==> src/core/vhc_defs.svh <==
// Register offsets, field positions, reset values and mode and rate codes of the host control block.
`ifndef VHC_DEFS_SVH
`define VHC_DEFS_SVH
`define VHC_OFF_START 7'h05
`define VHC_OFF_STOP 7'h06
`define VHC_OFF_BSTART 7'h07
`define VHC_OFF_BSTOP 7'h08
`define VHC_OFF_BACK 7'h09
`define VHC_OFF_IEN 7'h0C
`define VHC_OFF_ISTAT 7'h0D
`define VHC_OFF_ICLR 7'h0E
`define VHC_OFF_IRDCLR 7'h0F
`define VHC_OFF_THR 7'h10
`define VHC_OFF_MODE 7'h11
`define VHC_OFF_FMT 7'h12
`define VHC_OFF_ENC 7'h13
`define VHC_RST_IEN 8'h00
`define VHC_RST_ISTAT 7'h40
`define VHC_RST_THR 6'h04
`define VHC_RST_MODE 5'h00
`define VHC_RST_FMT 4'h5
`define VHC_RST_ENC 8'h0C
`define VHC_BIT_EOD 0
`define VHC_BIT_RDY 1
`define VHC_BIT_OVF 2
`define VHC_BIT_DERR 3
`define VHC_BIT_SYNC 4
`define VHC_BIT_VBV 5
`define VHC_BIT_SRDY 6
`define VHC_NSRC 7
`define VHC_MODE_LIVE_ENC 4'h0
`define VHC_MODE_LIVE_PASS 4'h1
`define VHC_MODE_SINGLE 4'h3
`define VHC_MODE_WR_FRAME 4'h4
`define VHC_MODE_LAST 4'h9
`define VHC_FMT_PAL 2'h2
`define VHC_POL_CBR 2'h0
`define VHC_RATE_NTSC 4'h4
`define VHC_RATE_PAL 4'h3
`define VHC_GROUP_SHIFT 2
`endif

==> src/core/vhc_pkg.sv <==
// Types shared by the host control block.
package vhc_pkg;
    typedef enum logic [1:0] {
        VHC_XFER_IDLE = 2'b00,
        VHC_XFER_RUN = 2'b01,
        VHC_XFER_DRAIN = 2'b10
    } vhc_xfer_e;
    typedef struct packed {
        logic start;
        logic stop;
        logic ack;
    } vhc_ser_cmd_s;
    typedef struct packed {
        logic time_stamp;
        logic scene_change;
        logic inv_telecine;
        logic closed_gop;
        logic b_start;
        logic half_pixel;
        logic [1:0] rate_policy;
    } vhc_enc_s;
endpackage

==> src/core/vhc_host_ctrl.sv <==
// Host command, interrupt and configuration registers of the video encoder.
// How it works
// - Stop write ends transfer; in live modes it drops current frame.
// - Bus command writes issue START, STOP, ACK.
// - Enable register bits 0-6, resets zero.
// - End of data set after last read.
// - FIFO ready set when count exceeds threshold.
// - Overflow flagged and FIFO writes then blocked.
// - Write-frame byte count mismatch sets data error.
// - Out-of-sync bit follows decoder sync loss.
// - Underflow only in live MPEG1 constant rate.
// - Serial ready set when link goes idle; reset 0x40.
// - Status sets regardless of enables.
// - Interrupt pin combinational from enable and status.
// - Clear register ones clear status bits.
// - Cleared ready masked until threshold read.
// - Read-clear register clears only FIFO ready.
// - Ready drives FIFO-ready pin when master enabled.
// - Threshold counts groups of four bus words.
// - Mode field selects ten modes plus format.
// - Format register selects size and standard.
// - Single-frame rate code from picture format.
// - Encoder options reset to 0x0C.
// - Live start write begins at next odd field; modes 2-9 at once.
`timescale 1ns/1ps
`include "vhc_defs.svh"
module vhc_host_ctrl #(
    parameter int CNT_W = 12
) (
    input wire logic i_sys_clk,
    input wire logic i_rst_n,
    input wire logic i_reg_wr,
    input wire logic i_reg_rd,
    input wire logic [6:0] i_reg_addr,
    input wire logic [7:0] i_reg_wdata,
    output logic [7:0] o_reg_rdata,
    input wire logic [1:0] i_bus_width_sel,
    input wire logic i_master_enable_pin,
    input wire logic [CNT_W-1:0] i_fifo_bytes,
    input wire logic i_fifo_full,
    input wire logic i_fifo_push,
    input wire logic i_fifo_pop,
    input wire logic i_stream_done,
    input wire logic i_host_byte_wr,
    input wire logic i_frame_end,
    input wire logic [CNT_W+7:0] i_expected_bytes,
    input wire logic i_decoder_sync_lost,
    input wire logic i_vbv_underflow,
    input wire logic i_serial_busy,
    input wire logic i_odd_field_start,
    input wire logic i_frame_start,
    output logic o_fifo_wr_block,
    output logic o_fifo_rdy,
    output logic o_irq_n,
    output vhc_pkg::vhc_ser_cmd_s o_ser_cmd,
    output logic o_encoding,
    output logic o_frame_discard,
    output logic [3:0] o_frame_rate_code,
    output logic [4:0] o_work_mode,
    output logic [3:0] o_picture_format,
    output vhc_pkg::vhc_enc_s o_enc_opts,
    output logic [5:0] o_fifo_threshold
);
    logic rst1_q;
    logic rst_n_q;
    logic [7:0] ien_q;
    logic [5:0] thr_q;
    logic [4:0] mode_q;
    logic [3:0] fmt_q;
    logic [7:0] enc_q;
    vhc_pkg::vhc_xfer_e xfer_q;
    vhc_pkg::vhc_ser_cmd_s ser_q;
    logic discard_q;
    logic [7:0] rdata_q;
    logic rdy_mask_q;
    logic [CNT_W-1:0] pops_q;
    logic ovf_q;
    logic busy_q;
    logic [CNT_W+7:0] wr_bytes_q;
    logic [`VHC_NSRC-1:0] set_v;
    logic [`VHC_NSRC-1:0] clr_v;
    logic [`VHC_NSRC-1:0] status;
    logic [CNT_W-1:0] thr_bytes;
    logic wr_stop;
    logic wr_start;
    logic rd_rdclr;
    logic wr_clr;
    logic live;
    logic above;
    logic wr_bstart;
    logic wr_bstop;
    logic wr_back;
    logic [CNT_W-1:0] thr_elems;
    logic [CNT_W+7:0] wr_bytes_d;
    logic [7:0] rdata_d;

    // Reset is released through two stages so every register leaves it in the same cycle.
    always_ff @(posedge i_sys_clk or negedge i_rst_n) begin
        if (!i_rst_n) begin
            rst1_q <= 1'b0;
            rst_n_q <= 1'b0;
        end else begin
            rst1_q <= 1'b1;
            rst_n_q <= rst1_q;
        end
    end

    assign wr_start = i_reg_wr && i_reg_addr == `VHC_OFF_START;
    assign wr_stop = i_reg_wr && i_reg_addr == `VHC_OFF_STOP;
    assign wr_clr = i_reg_wr && i_reg_addr == `VHC_OFF_ICLR;
    assign rd_rdclr = i_reg_rd && i_reg_addr == `VHC_OFF_IRDCLR;
    // Each command write is a strobe; the data written with it is ignored.
    assign wr_bstart = i_reg_wr && i_reg_addr == `VHC_OFF_BSTART;
    assign wr_bstop = i_reg_wr && i_reg_addr == `VHC_OFF_BSTOP;
    assign wr_back = i_reg_wr && i_reg_addr == `VHC_OFF_BACK;
    assign live = mode_q[3:0] == `VHC_MODE_LIVE_ENC || mode_q[3:0] == `VHC_MODE_LIVE_PASS;

    // Threshold is in groups of four bus words; width 8, 16 or 32 bits.
    always_comb begin
        case (i_bus_width_sel)
            2'h0: thr_bytes = CNT_W'({thr_q, 2'b00});
            2'h1: thr_bytes = CNT_W'({thr_q, 3'b000});
            default: thr_bytes = CNT_W'({thr_q, 4'b0000});
        endcase
    end
    assign above = i_fifo_bytes > thr_bytes;
    // Elements the host must read before a cleared ready bit may return.
    assign thr_elems = CNT_W'({thr_q, 2'b00});

    // Reserved bits are dropped on write so they always read back as zero.
    always_ff @(posedge i_sys_clk or negedge rst_n_q) begin
        if (!rst_n_q) begin
            ien_q <= `VHC_RST_IEN;
        end else if (i_reg_wr && i_reg_addr == `VHC_OFF_IEN) begin
            ien_q <= {1'b0, i_reg_wdata[6:0]};
        end
    end

    always_ff @(posedge i_sys_clk or negedge rst_n_q) begin
        if (!rst_n_q) begin
            thr_q <= `VHC_RST_THR;
        end else if (i_reg_wr && i_reg_addr == `VHC_OFF_THR) begin
            thr_q <= i_reg_wdata[5:0];
        end
    end

    always_ff @(posedge i_sys_clk or negedge rst_n_q) begin
        if (!rst_n_q) begin
            mode_q <= `VHC_RST_MODE;
        end else if (i_reg_wr && i_reg_addr == `VHC_OFF_MODE) begin
            mode_q <= i_reg_wdata[4:0];
        end
    end

    always_ff @(posedge i_sys_clk or negedge rst_n_q) begin
        if (!rst_n_q) begin
            fmt_q <= `VHC_RST_FMT;
        end else if (i_reg_wr && i_reg_addr == `VHC_OFF_FMT) begin
            fmt_q <= i_reg_wdata[3:0];
        end
    end

    always_ff @(posedge i_sys_clk or negedge rst_n_q) begin
        if (!rst_n_q) begin
            enc_q <= `VHC_RST_ENC;
        end else if (i_reg_wr && i_reg_addr == `VHC_OFF_ENC) begin
            enc_q <= i_reg_wdata;
        end
    end

    // Bus condition strobes last one cycle after the command write.
    always_ff @(posedge i_sys_clk or negedge rst_n_q) begin
        if (!rst_n_q) begin
            ser_q <= '0;
        end else begin
            ser_q.start <= wr_bstart;
            ser_q.stop <= wr_bstop;
            ser_q.ack <= wr_back;
        end
    end

    // Transfer sequencing; a live start waits for the next odd field.
    always_ff @(posedge i_sys_clk or negedge rst_n_q) begin
        if (!rst_n_q) begin
            xfer_q <= vhc_pkg::VHC_XFER_IDLE;
            discard_q <= 1'b0;
        end else begin
            case (xfer_q)
                vhc_pkg::VHC_XFER_IDLE: begin
                    if (wr_start && live) begin
                        xfer_q <= vhc_pkg::VHC_XFER_DRAIN;
                    end else if (wr_start && mode_q[3:0] <= `VHC_MODE_LAST) begin
                        xfer_q <= vhc_pkg::VHC_XFER_RUN;
                    end
                end
                vhc_pkg::VHC_XFER_DRAIN: begin
                    if (wr_stop) begin
                        xfer_q <= vhc_pkg::VHC_XFER_IDLE;
                    end else if (i_odd_field_start) begin
                        xfer_q <= vhc_pkg::VHC_XFER_RUN;
                    end
                end
                vhc_pkg::VHC_XFER_RUN: begin
                    if (wr_stop) begin
                        xfer_q <= vhc_pkg::VHC_XFER_IDLE;
                    end
                end
                default: xfer_q <= vhc_pkg::VHC_XFER_IDLE;
            endcase
            // The frame in progress at stop is dropped; earlier ones already went out.
            if (wr_stop && live && xfer_q == vhc_pkg::VHC_XFER_RUN) begin
                discard_q <= 1'b1;
            end else if (i_frame_start) begin
                discard_q <= 1'b0;
            end
        end
    end

    // FIFO ready stays masked after a clear until one threshold of elements is read.
    always_ff @(posedge i_sys_clk or negedge rst_n_q) begin
        if (!rst_n_q) begin
            rdy_mask_q <= 1'b0;
            pops_q <= '0;
        end else if (clr_v[`VHC_BIT_RDY]) begin
            rdy_mask_q <= 1'b1;
            pops_q <= '0;
        end else if (rdy_mask_q && i_fifo_pop) begin
            pops_q <= pops_q + 1'b1;
            if (CNT_W'(pops_q + 1'b1) >= thr_elems) begin
                rdy_mask_q <= 1'b0;
            end
        end
    end

    // Only a start write lifts the block, so the host must restart after an overrun.
    always_ff @(posedge i_sys_clk or negedge rst_n_q) begin
        if (!rst_n_q) begin
            ovf_q <= 1'b0;
        end else if (i_fifo_push && i_fifo_full) begin
            ovf_q <= 1'b1;
        end else if (wr_start) begin
            ovf_q <= 1'b0;
        end
    end

    // Serial ready is flagged on the falling edge of busy, one cycle late.
    always_ff @(posedge i_sys_clk or negedge rst_n_q) begin
        if (!rst_n_q) begin
            busy_q <= 1'b0;
        end else begin
            busy_q <= i_serial_busy;
        end
    end

    // A byte written in the frame-end cycle still counts toward the frame.
    assign wr_bytes_d = wr_bytes_q + (CNT_W+8)'(i_host_byte_wr);

    always_ff @(posedge i_sys_clk or negedge rst_n_q) begin
        if (!rst_n_q) begin
            wr_bytes_q <= '0;
        end else if (wr_start || i_frame_end) begin
            wr_bytes_q <= '0;
        end else begin
            wr_bytes_q <= wr_bytes_d;
        end
    end

    // Each source sets its own sticky bit; enables are applied only at the pin.
    always_comb begin
        set_v = '0;
        set_v[`VHC_BIT_EOD] = i_stream_done;
        // Ready is a level, so a clear must win here or the bit would come straight back.
        set_v[`VHC_BIT_RDY] = above && !rdy_mask_q && !clr_v[`VHC_BIT_RDY];
        set_v[`VHC_BIT_OVF] = i_fifo_push && i_fifo_full;
        set_v[`VHC_BIT_DERR] = mode_q[3:0] == `VHC_MODE_WR_FRAME && i_frame_end
            && wr_bytes_d != i_expected_bytes;
        set_v[`VHC_BIT_SYNC] = i_decoder_sync_lost;
        set_v[`VHC_BIT_VBV] = i_vbv_underflow && mode_q[3:0] == `VHC_MODE_LIVE_ENC
            && !mode_q[4] && enc_q[1:0] == `VHC_POL_CBR;
        set_v[`VHC_BIT_SRDY] = busy_q && !i_serial_busy;
    end

    always_comb begin
        clr_v = wr_clr ? i_reg_wdata[`VHC_NSRC-1:0] : '0;
        clr_v[`VHC_BIT_RDY] = clr_v[`VHC_BIT_RDY] | rd_rdclr;
        // Sync loss is a live level, so it drops when the decoder relocks.
        clr_v[`VHC_BIT_SYNC] = clr_v[`VHC_BIT_SYNC] | !i_decoder_sync_lost;
    end

    vhc_irq_status #(
        .NSRC(`VHC_NSRC)
    ) vhc_irq_status_inst (
        .i_sys_clk(i_sys_clk),
        .i_rst_n(rst_n_q),
        .i_set(set_v),
        .i_clr(clr_v),
        .i_enable(ien_q[`VHC_NSRC-1:0]),
        .o_status(status),
        .o_irq_n(o_irq_n)
    );

    // Read data registered one cycle after the read strobe.
    always_comb begin
        case (i_reg_addr)
            `VHC_OFF_IEN: rdata_d = ien_q;
            `VHC_OFF_ISTAT: rdata_d = {1'b0, status};
            `VHC_OFF_IRDCLR: rdata_d = {1'b0, status};
            `VHC_OFF_THR: rdata_d = {2'b00, thr_q};
            `VHC_OFF_MODE: rdata_d = {3'b000, mode_q};
            `VHC_OFF_FMT: rdata_d = {4'h0, fmt_q};
            `VHC_OFF_ENC: rdata_d = enc_q;
            default: rdata_d = 8'h00;
        endcase
    end

    always_ff @(posedge i_sys_clk or negedge rst_n_q) begin
        if (!rst_n_q) begin
            rdata_q <= 8'h00;
        end else if (i_reg_rd) begin
            rdata_q <= rdata_d;
        end
    end

    assign o_reg_rdata = rdata_q;
    assign o_fifo_rdy = status[`VHC_BIT_RDY] && i_master_enable_pin;
    assign o_fifo_wr_block = ovf_q;
    assign o_ser_cmd = ser_q;
    assign o_encoding = xfer_q == vhc_pkg::VHC_XFER_RUN;
    assign o_frame_discard = discard_q;
    // Rate code follows the picture standard in single-frame mode; reserved reads as NTSC.
    always_comb begin
        case (fmt_q[3:2])
            `VHC_FMT_PAL: o_frame_rate_code = `VHC_RATE_PAL;
            default: o_frame_rate_code = `VHC_RATE_NTSC;
        endcase
    end
    assign o_work_mode = mode_q;
    assign o_picture_format = fmt_q;
    assign o_enc_opts = enc_q;
    assign o_fifo_threshold = thr_q;
endmodule

==> src/core/vhc_irq_status.sv <==
// Sticky interrupt status bits with set-over-clear and the active-low interrupt pin.
`timescale 1ns/1ps
`include "vhc_defs.svh"
module vhc_irq_status #(
    parameter int NSRC = `VHC_NSRC
) (
    input wire logic i_sys_clk,
    input wire logic i_rst_n,
    input wire logic [NSRC-1:0] i_set,
    input wire logic [NSRC-1:0] i_clr,
    input wire logic [NSRC-1:0] i_enable,
    output logic [NSRC-1:0] o_status,
    output logic o_irq_n
);
    localparam logic [NSRC-1:0] RST_VAL = NSRC'(`VHC_RST_ISTAT);
    logic [NSRC-1:0] status_q;
    genvar g;
    generate
        for (g = 0; g < NSRC; g++) begin : g_bit
            // Set wins over clear so an event in the clear cycle is kept.
            always_ff @(posedge i_sys_clk or negedge i_rst_n) begin
                if (!i_rst_n) begin
                    status_q[g] <= RST_VAL[g];
                end else if (i_set[g]) begin
                    status_q[g] <= 1'b1;
                end else if (i_clr[g]) begin
                    status_q[g] <= 1'b0;
                end
            end
        end
    endgenerate
    assign o_status = status_q;
    // Combinational so enable writes take effect at once.
    assign o_irq_n = ~|(status_q & i_enable);
endmodule

==> config.mk <==
export PLATFORM = sky130hd
export DESIGN_NAME = vhc_host_ctrl
export DESIGN_NICKNAME = d
export VERILOG_FILES = /design/src/core/vhc_pkg.sv /design/src/core/vhc_host_ctrl.sv /design/src/core/vhc_irq_status.sv
export VERILOG_INCLUDE_DIRS = /design/src /design/src/core
export SDC_FILE = /design/constraint.sdc
export NUM_CORES = 1
export LEC_CHECK = 0
export ABC_AREA = 1
export BUFFER_PORTS_ARGS = -buffer_cell sky130_fd_sc_hd__buf_2
export CAP_MARGIN = 20
export CELL_PAD_IN_SITES_DETAIL_PLACEMENT = 1
export CELL_PAD_IN_SITES_GLOBAL_PLACEMENT = 2
export CORE_MARGIN = 2
export CORE_UTILIZATION = 34
export DETAILED_ROUTE_END_ITERATION = 8
export GPL_ROUTABILITY_DRIVEN = 0
export PLACE_DENSITY_LB_ADDON = 0.12
export SYNTH_ARGS = -nofsm -noshare
export SYNTH_HDL_FRONTEND = slang
export SYNTH_SLANG_ARGS = --single-unit
export TNS_END_PERCENT = 20
==> constraint.sdc <==
create_clock -name i_sys_clk -period 6.65 [get_ports i_sys_clk]
set_input_delay 0.665 -clock i_sys_clk [delete_from_list [all_inputs] [get_ports i_sys_clk]]
set_output_delay 0.665 -clock i_sys_clk [all_outputs]
set_load 0.02 [all_outputs]
## Word level (Yosys, flattened, before mapping)

Index checks and enable logic that the tools add are counted.

| storage, ports and cells | value |
|---|---|
| bits in registers | 88 |
| logic and storage cells | 144 |

| cells by class | value |
|---|---|
| equality and inequality tests | 23 |
| bitwise operators | 3 |
| add/subtract/negate cells | 2 |
| reductions and logical operators | 54 |
| multiplexer cells | 34 |
| $lt $le $gt $ge | 3 |

Operators with widths:

| cell | number |
|---|---|
| 8-bit case mux with 6 select lines | 1 |
| 7-bit by 4-bit == test with 1-bit output, second input constant | 6 |
| 7-bit by 5-bit == test with 1-bit output, second input constant | 4 |
| 1-bit logical AND | 27 |
| 12-bit 2-to-1 mux | 2 |
| 2-bit nonzero test | 11 |
| 7-bit by 3-bit == test with 1-bit output, second input constant | 3 |
| 1-bit 2-to-1 mux | 21 |
| 20-bit by 1-bit adder with 20-bit output | 1 |
| 20-bit 2-to-1 mux | 1 |
| 20-bit inequality test | 1 |
| 10-bit case mux with 2 select lines | 1 |
| 12-bit by 1-bit adder with 12-bit output, second input constant | 1 |
| 12-bit by 8-bit >= comparator with 1-bit output | 1 |
| 12-bit greater-than comparator | 1 |
| 2-bit 2-to-1 mux | 5 |
| 7-bit bitwise AND | 1 |
| 7-bit 2-to-1 mux | 1 |
| 7-bit OR reduction | 1 |
| 1-bit zero test | 6 |
| 2-bit zero test | 3 |
| 3-bit inequality test, second input constant | 2 |
| 2-bit case mux with 3 select lines | 1 |
| 2-bit by 1-bit == test with 1-bit output, second input constant | 2 |
| 12 further kinds | 15 |

## Depth between registers and ports, before layout

| logic depth | value |
|---|---|
| depth in word-level cells | 7 |
| depth in mapped cells | 15 |

## By module

Synthesis repeated with hierarchy kept, for this count alone.

| unflattened totals | value |
|---|---|
| cell total of the unflattened synthesis | 727 |
| area total of the unflattened synthesis | 5,322.6 µm² |

By module, submodules not included:

| module | cells an instance | times used | seq. area each (µm²) | area each (µm²) |
|---|---|---|---|---|
| vhc_host_ctrl | 692 | 1 | 2,033.2 | 5,011.1 |
| vhc_irq_status | 35 | 1 | 176.4 | 311.5 |

## Least setup slack after synthesis

OpenSTA, ideal clock, no wires.

| timing | value |
|---|---|
| path kind | input to register |
| from | input port i_host_byte_wr |
| to | register vhc_irq_status_inst.status_q[3] (netlist: vhc_irq_status_inst.o_status[3]) |
| path buffers | 0 |
| stages | 13 |
| slack | 4.492 ns |
| data arrival time | 2.037 ns |
| required time | 6.530 ns |
| cell sequence | ha_1 > ha_1 > nand2_1 > nor2_4 > or2_2 > nand3b_1 > nand2_1 > nor2_1 > nand2_1 > nor2_1 > nand3_1 > nand2_1 > nand2_1 |

| between the ends | value |
|---|---|
| word-level cells in the longest chain between the ends | 4 |

RTL lines:

| what | line | source |
|---|---|---|
| from (decl) | vhc_host_ctrl.sv:44 | `input wire logic i_host_byte_wr,` |
| 20-bit by 1-bit adder with 20-bit output (*) | vhc_host_ctrl.sv:256 | `assign wr_bytes_d = wr_bytes_q + (CNT_W+8)'(i_host_byte_wr);` |
| 20-bit inequality test (*) | vhc_host_ctrl.sv:276 | `&& wr_bytes_d != i_expected_bytes;` |
| 1-bit logical AND (*) | vhc_host_ctrl.sv:275 | `` set_v[`VHC_BIT_DERR] = mode_q[3:0] == `VHC_MODE_WR_FRAME && i_frame_end `` |
| 1-bit 2-to-1 mux or 2-bit nonzero test (tied branches) | -- |  |
| to (signal, indexed assignment) | vhc_irq_status.sv:23 | `status_q[g] <= RST_VAL[g];` |
| to (decl) | vhc_irq_status.sv:16 | `logic [NSRC-1:0] status_q;` |

Mark *: on every way between the ends. The rest lies on a longest branch, timed or not.
A chain may end at the register's enable or synchronous reset.

## Worst setup path in the final report

| timing | value |
|---|---|
| from | register pops_q[0] |
| to | register rdy_mask_q |

| between the ends | value |
|---|---|
| word-level cells in the longest chain between the ends | 4 |

RTL lines:

| what | line | source |
|---|---|---|
| from (decl) | vhc_host_ctrl.sv:76 | `logic [CNT_W-1:0] pops_q;` |
| from (signal assigned) | vhc_host_ctrl.sv:228 | `pops_q <= pops_q + 1'b1;` |
| 12-bit by 1-bit adder with 12-bit output | vhc_host_ctrl.sv:229 | `if (CNT_W'(pops_q + 1'b1) >= thr_elems) begin` |
| 12-bit by 8-bit >= comparator with 1-bit output | vhc_host_ctrl.sv:229 |  |
| 2-bit nonzero test (no line) | -- |  |
| 2-bit AND reduction (no line) | -- |  |
| to (signal assigned) | vhc_host_ctrl.sv:222 | `rdy_mask_q <= 1'b0;` |
| to (signal assigned) | vhc_host_ctrl.sv:225 | `rdy_mask_q <= 1'b1;` |
| to (signal assigned) | vhc_host_ctrl.sv:230 | `rdy_mask_q <= 1'b0;` |
| to (decl) | vhc_host_ctrl.sv:75 | `logic rdy_mask_q;` |

Every way passes these cells.

==> run_results.csv <==
group,metric,value,unit
run_status,status,"completed",
global_routing,first_global_vias,5210,
layout,fin_cells,993,
pwr,p_int,999,uW
place,dpl_worst_slack,4.15,ns
setup_path,crit_type,"flip-flop to flip-flop",
yosys,synth_seq_cells,88,
routing,routed_wl,16.1,mm
place,port_buffers,106,
sta,fin_ws,4.28,ns
routing,drtIter0Drc,307,
routing,dr.pass1.iters,4,
yosys,ys_types,42,
pwr,swShare,32.4,%
place,dp.cells,977,
layout,drive_above_1_share,20.6,%
setup_path,worstSetupStartpoint,"pops_q[0]$_DFFE_PN0P_",
floorplanning,rows,45,
yosys,syn_avg_cell_area,7.52,um2
pwr,power_frac_clock,36.0,%
clock_tree,cts_tree,"done",
global_routing,grt_use_total,20.5,%
yosys,yosys_warnings,0,
global_routing,antenna_found_initial,0,
sta,relSlewSlack,54.1,%
yosys,yosys-top-cells-area,"dfrtp_1 (39%), nand2_1 (14%), inv_1 (6.0%)",
clock_tree,cts-resized-gates,0,
yosys,yosys.area.top_type_share,39.4,%
sta,tns,0,ns
sta,whs,0.0855,ns
sta,finalCritPeriodShare,35.6,%
setup_path,start_kind,"flip-flop",
global_routing,grt_pass1_wl,26.4,mm
clock_tree,cts_hold_buf,0,
yosys,synth_edf_count,0,
floorplanning,fp.coreArea,0.0151,mm2
pwr,p_comb_share,20.7,%
global_routing,grt_overflow,0,
yosys,yosysMostFrequentCell,"nand2_1",
routing,drc,0,
yosys,ys_async_sr_fraction,100,%
yosys,synth_top_area_cell,"dfrtp_1",
clock_tree,h-tree-depth,3,
sta,hold_viol,0,
setup_path,worstPathMaxFanout,4,
floorplanning,io_pins,108,
sta,skew,0.00878,ns
yosys,synthCells,693,
clock_tree,cts.path.max_buffers,2,
pwr,switchingPower,479,uW
floorplanning,dieArea,0.0163,mm2
pwr,leakage,0.00311,uW
sta,slew_viol_final,0,
place,dp_hpwl,12.8,mm
routing,drtAntennaViolNets,0,
setup_path,crit_path_end_kind,"flip-flop",
setup_path,ff2ff_setup_slack,4.28,ns
routing,vias,4986,
clock_tree,ctsRootBufferMaster,"clkbuf_16",
pwr,vdd_drop_max,0.115,mV
layout,multi_input_area,0.00261,mm2
clock_tree,numCtsBuffers,9,
clock_tree,post_cts_buffers,0,
clock_tree,clock_sinks,88,
layout,regArea,0.00221,mm2
setup_path,worst-endpoint-arrival,2.60,ns
floorplanning,start_util,34.5,%
yosys,synthFlopType,"dfrtp_1",
layout,fin_nets,882,
clock_tree,clock_latency,0.35,ns
sta,worstMarginPinSlew,0.688,ns
pwr,pwr-share-seq,43.4,%
floorplanning,die_w,128,um
floorplanning,die_y,128,um
setup_path,r2r-start,"pops_q[0]$_DFFE_PN0P_",
sta,fmax,422,MHz
layout,area_delta_synth_final,19.6,%
worst_hold_path,hold_class,"input port to asynchronous set/reset pin",
routing,vias_per_cell,5.02,
setup_path,critPathRequiredTime,6.88,ns
flow_run,maxCapViolCount,0,
yosys,synthTopCellsByCount,"nand2_1 (201), inv_1 (84), dfrtp_1 (82)",
sta,setup_viol,0,
yosys,yosysSeqAreaShare,42.4,%
sta,rsz0062_at_grt,"false",
routing,wl_per_cell,16.2,um
setup_path,ff2ff_path_depth,14,
global_routing,grt_max_degree,53,
setup_path,crit_end,"rdy_mask_q$_DFFE_PN0P_",
layout,diodes,0,
layout,n_fill_cell,1936,
yosys,syn-num-nets,775,
clock_tree,clk_pin_slew,0.07,ns
pwr,power.density,237,mW/mm2
pwr,finalPower,1480,uW
setup_path,r2r-end,"rdy_mask_q$_DFFE_PN0P_",
yosys,syn_area,0.00521,mm2
sta,min_period,2.37,ns
## how the worst min path moves through the flow
stage	to	slack [ns]
after global routing	rst_n_q$_DFF_PN0_	0.07
final	rst1_q$_DFF_PN0_	0.09
after CTS	rst_n_q$_DFF_PN0_	0.07
after global placement	o_ser_cmd[0]$_DFF_PN0_	0.34
after floorplan	rst_n_q$_DFF_PN0_	0.33
after detailed placement	o_ser_cmd[0]$_DFF_PN0_	0.33
## power by group through the flow
stage / sequential, uW / combinational, uW / clock, uW
final: 641 / 305 / 532
after global placement: 649 / 294 / 0
after floorplan: 654 / 190 / 0
after detailed placement: 652 / 308 / 0
after global routing: 650 / 353 / 568
after CTS: 641 / 311 / 550
## placed cells by master (no fill, tap or decap), types with 2 or more instances in the layout
cell type,instances
a21oi_1,16
a221oi_1,2
a22o_1,5
a22oi_1,4
a32o_1,2
buf_2,106
clkbuf_16,9
clkinvlp_4,2
conb_1,2
dfrtp_1,81
dfstp_2,6
ha_1,17
inv_1,84
inv_2,5
nand2_1,201
nand2_2,7
nand3_1,31
nand3_2,4
nand3b_1,7
nand4_1,12
nor2_1,65
nor2_2,7
nor2_4,6
nor3_1,12
o211ai_1,2
o21ai_0,60
o21ai_1,6
o21bai_1,2
o22ai_1,6
or2_2,3
xnor2_1,6
xor2_1,10
## flip-flops by register name (all words and copies together) (netlist names)
register	cells
xfer_q	2
wr_bytes_q	20
rst_n_q	1
busy_q	1
o_enc_opts	8
o_reg_rdata	8
o_picture_format	4
o_fifo_threshold	6
o_fifo_wr_block	1
rdy_mask_q	1
vhc_irq_status_inst.o_status	7
rst1_q	1
o_frame_discard	1
o_ser_cmd	3
pops_q	12
o_work_mode	5
ien_q	7
## logic make-up (layout without fill, tap and decap cells)
kind of cell,after synthesis,after routing,synth area share [%]
flops,88,88,42.4
buf+inv,100,212,7.51
simple gates,360,360,31.1
compound gates,110,110,12.1
fa+ha+maj,17,17,4.08
other cells,2,2,0.144
xor+xnor,16,16,2.69
## critical path, cell delays in order, from the launching register on
cell and delay, ns:
dfrtp_1 0.41, ha_1 0.25, nand3_1 0.14, nor2_1 0.13, inv_1 0.07, nor2_1 0.14
inv_1 0.07, nand2_1 0.09, inv_1 0.05, ha_1 0.28, nand4_1 0.09, o221ai_1 0.23
nor2_1 0.07, a21oi_1 0.16, nor2_1 0.06
## through the flow
step	cell area (um2)	utilization, %
floorplan	5210	-
global placement	5930	39.3
detailed placement	5930	39.3
CTS	6240	41.3
global route	6240	41.3
finish	6240	41.3
## routing by layer
metal / GRT usage (%) / vias to the layer above / part of all wire (%)
li1: - / 2459 / -
met1: 27.9 / 2409 / 48
met2: 34.6 / 102 / 47
met3: 3.13 / 16 / 3.6
met4: 5.11 / 0 / 1.2
met5: 0 / - / 0
## area by class of cell
type	count	area share [%]
multi-input cells	505	41.9
flip-flops and latches	88	35.5
repair buffers	107	8.63
inverters	89	5.36
well taps	188	3.77
clock buffers	9	3.61
clock inverters	7	1.26
Note: power is estimated with default switching activity, not from simulation.
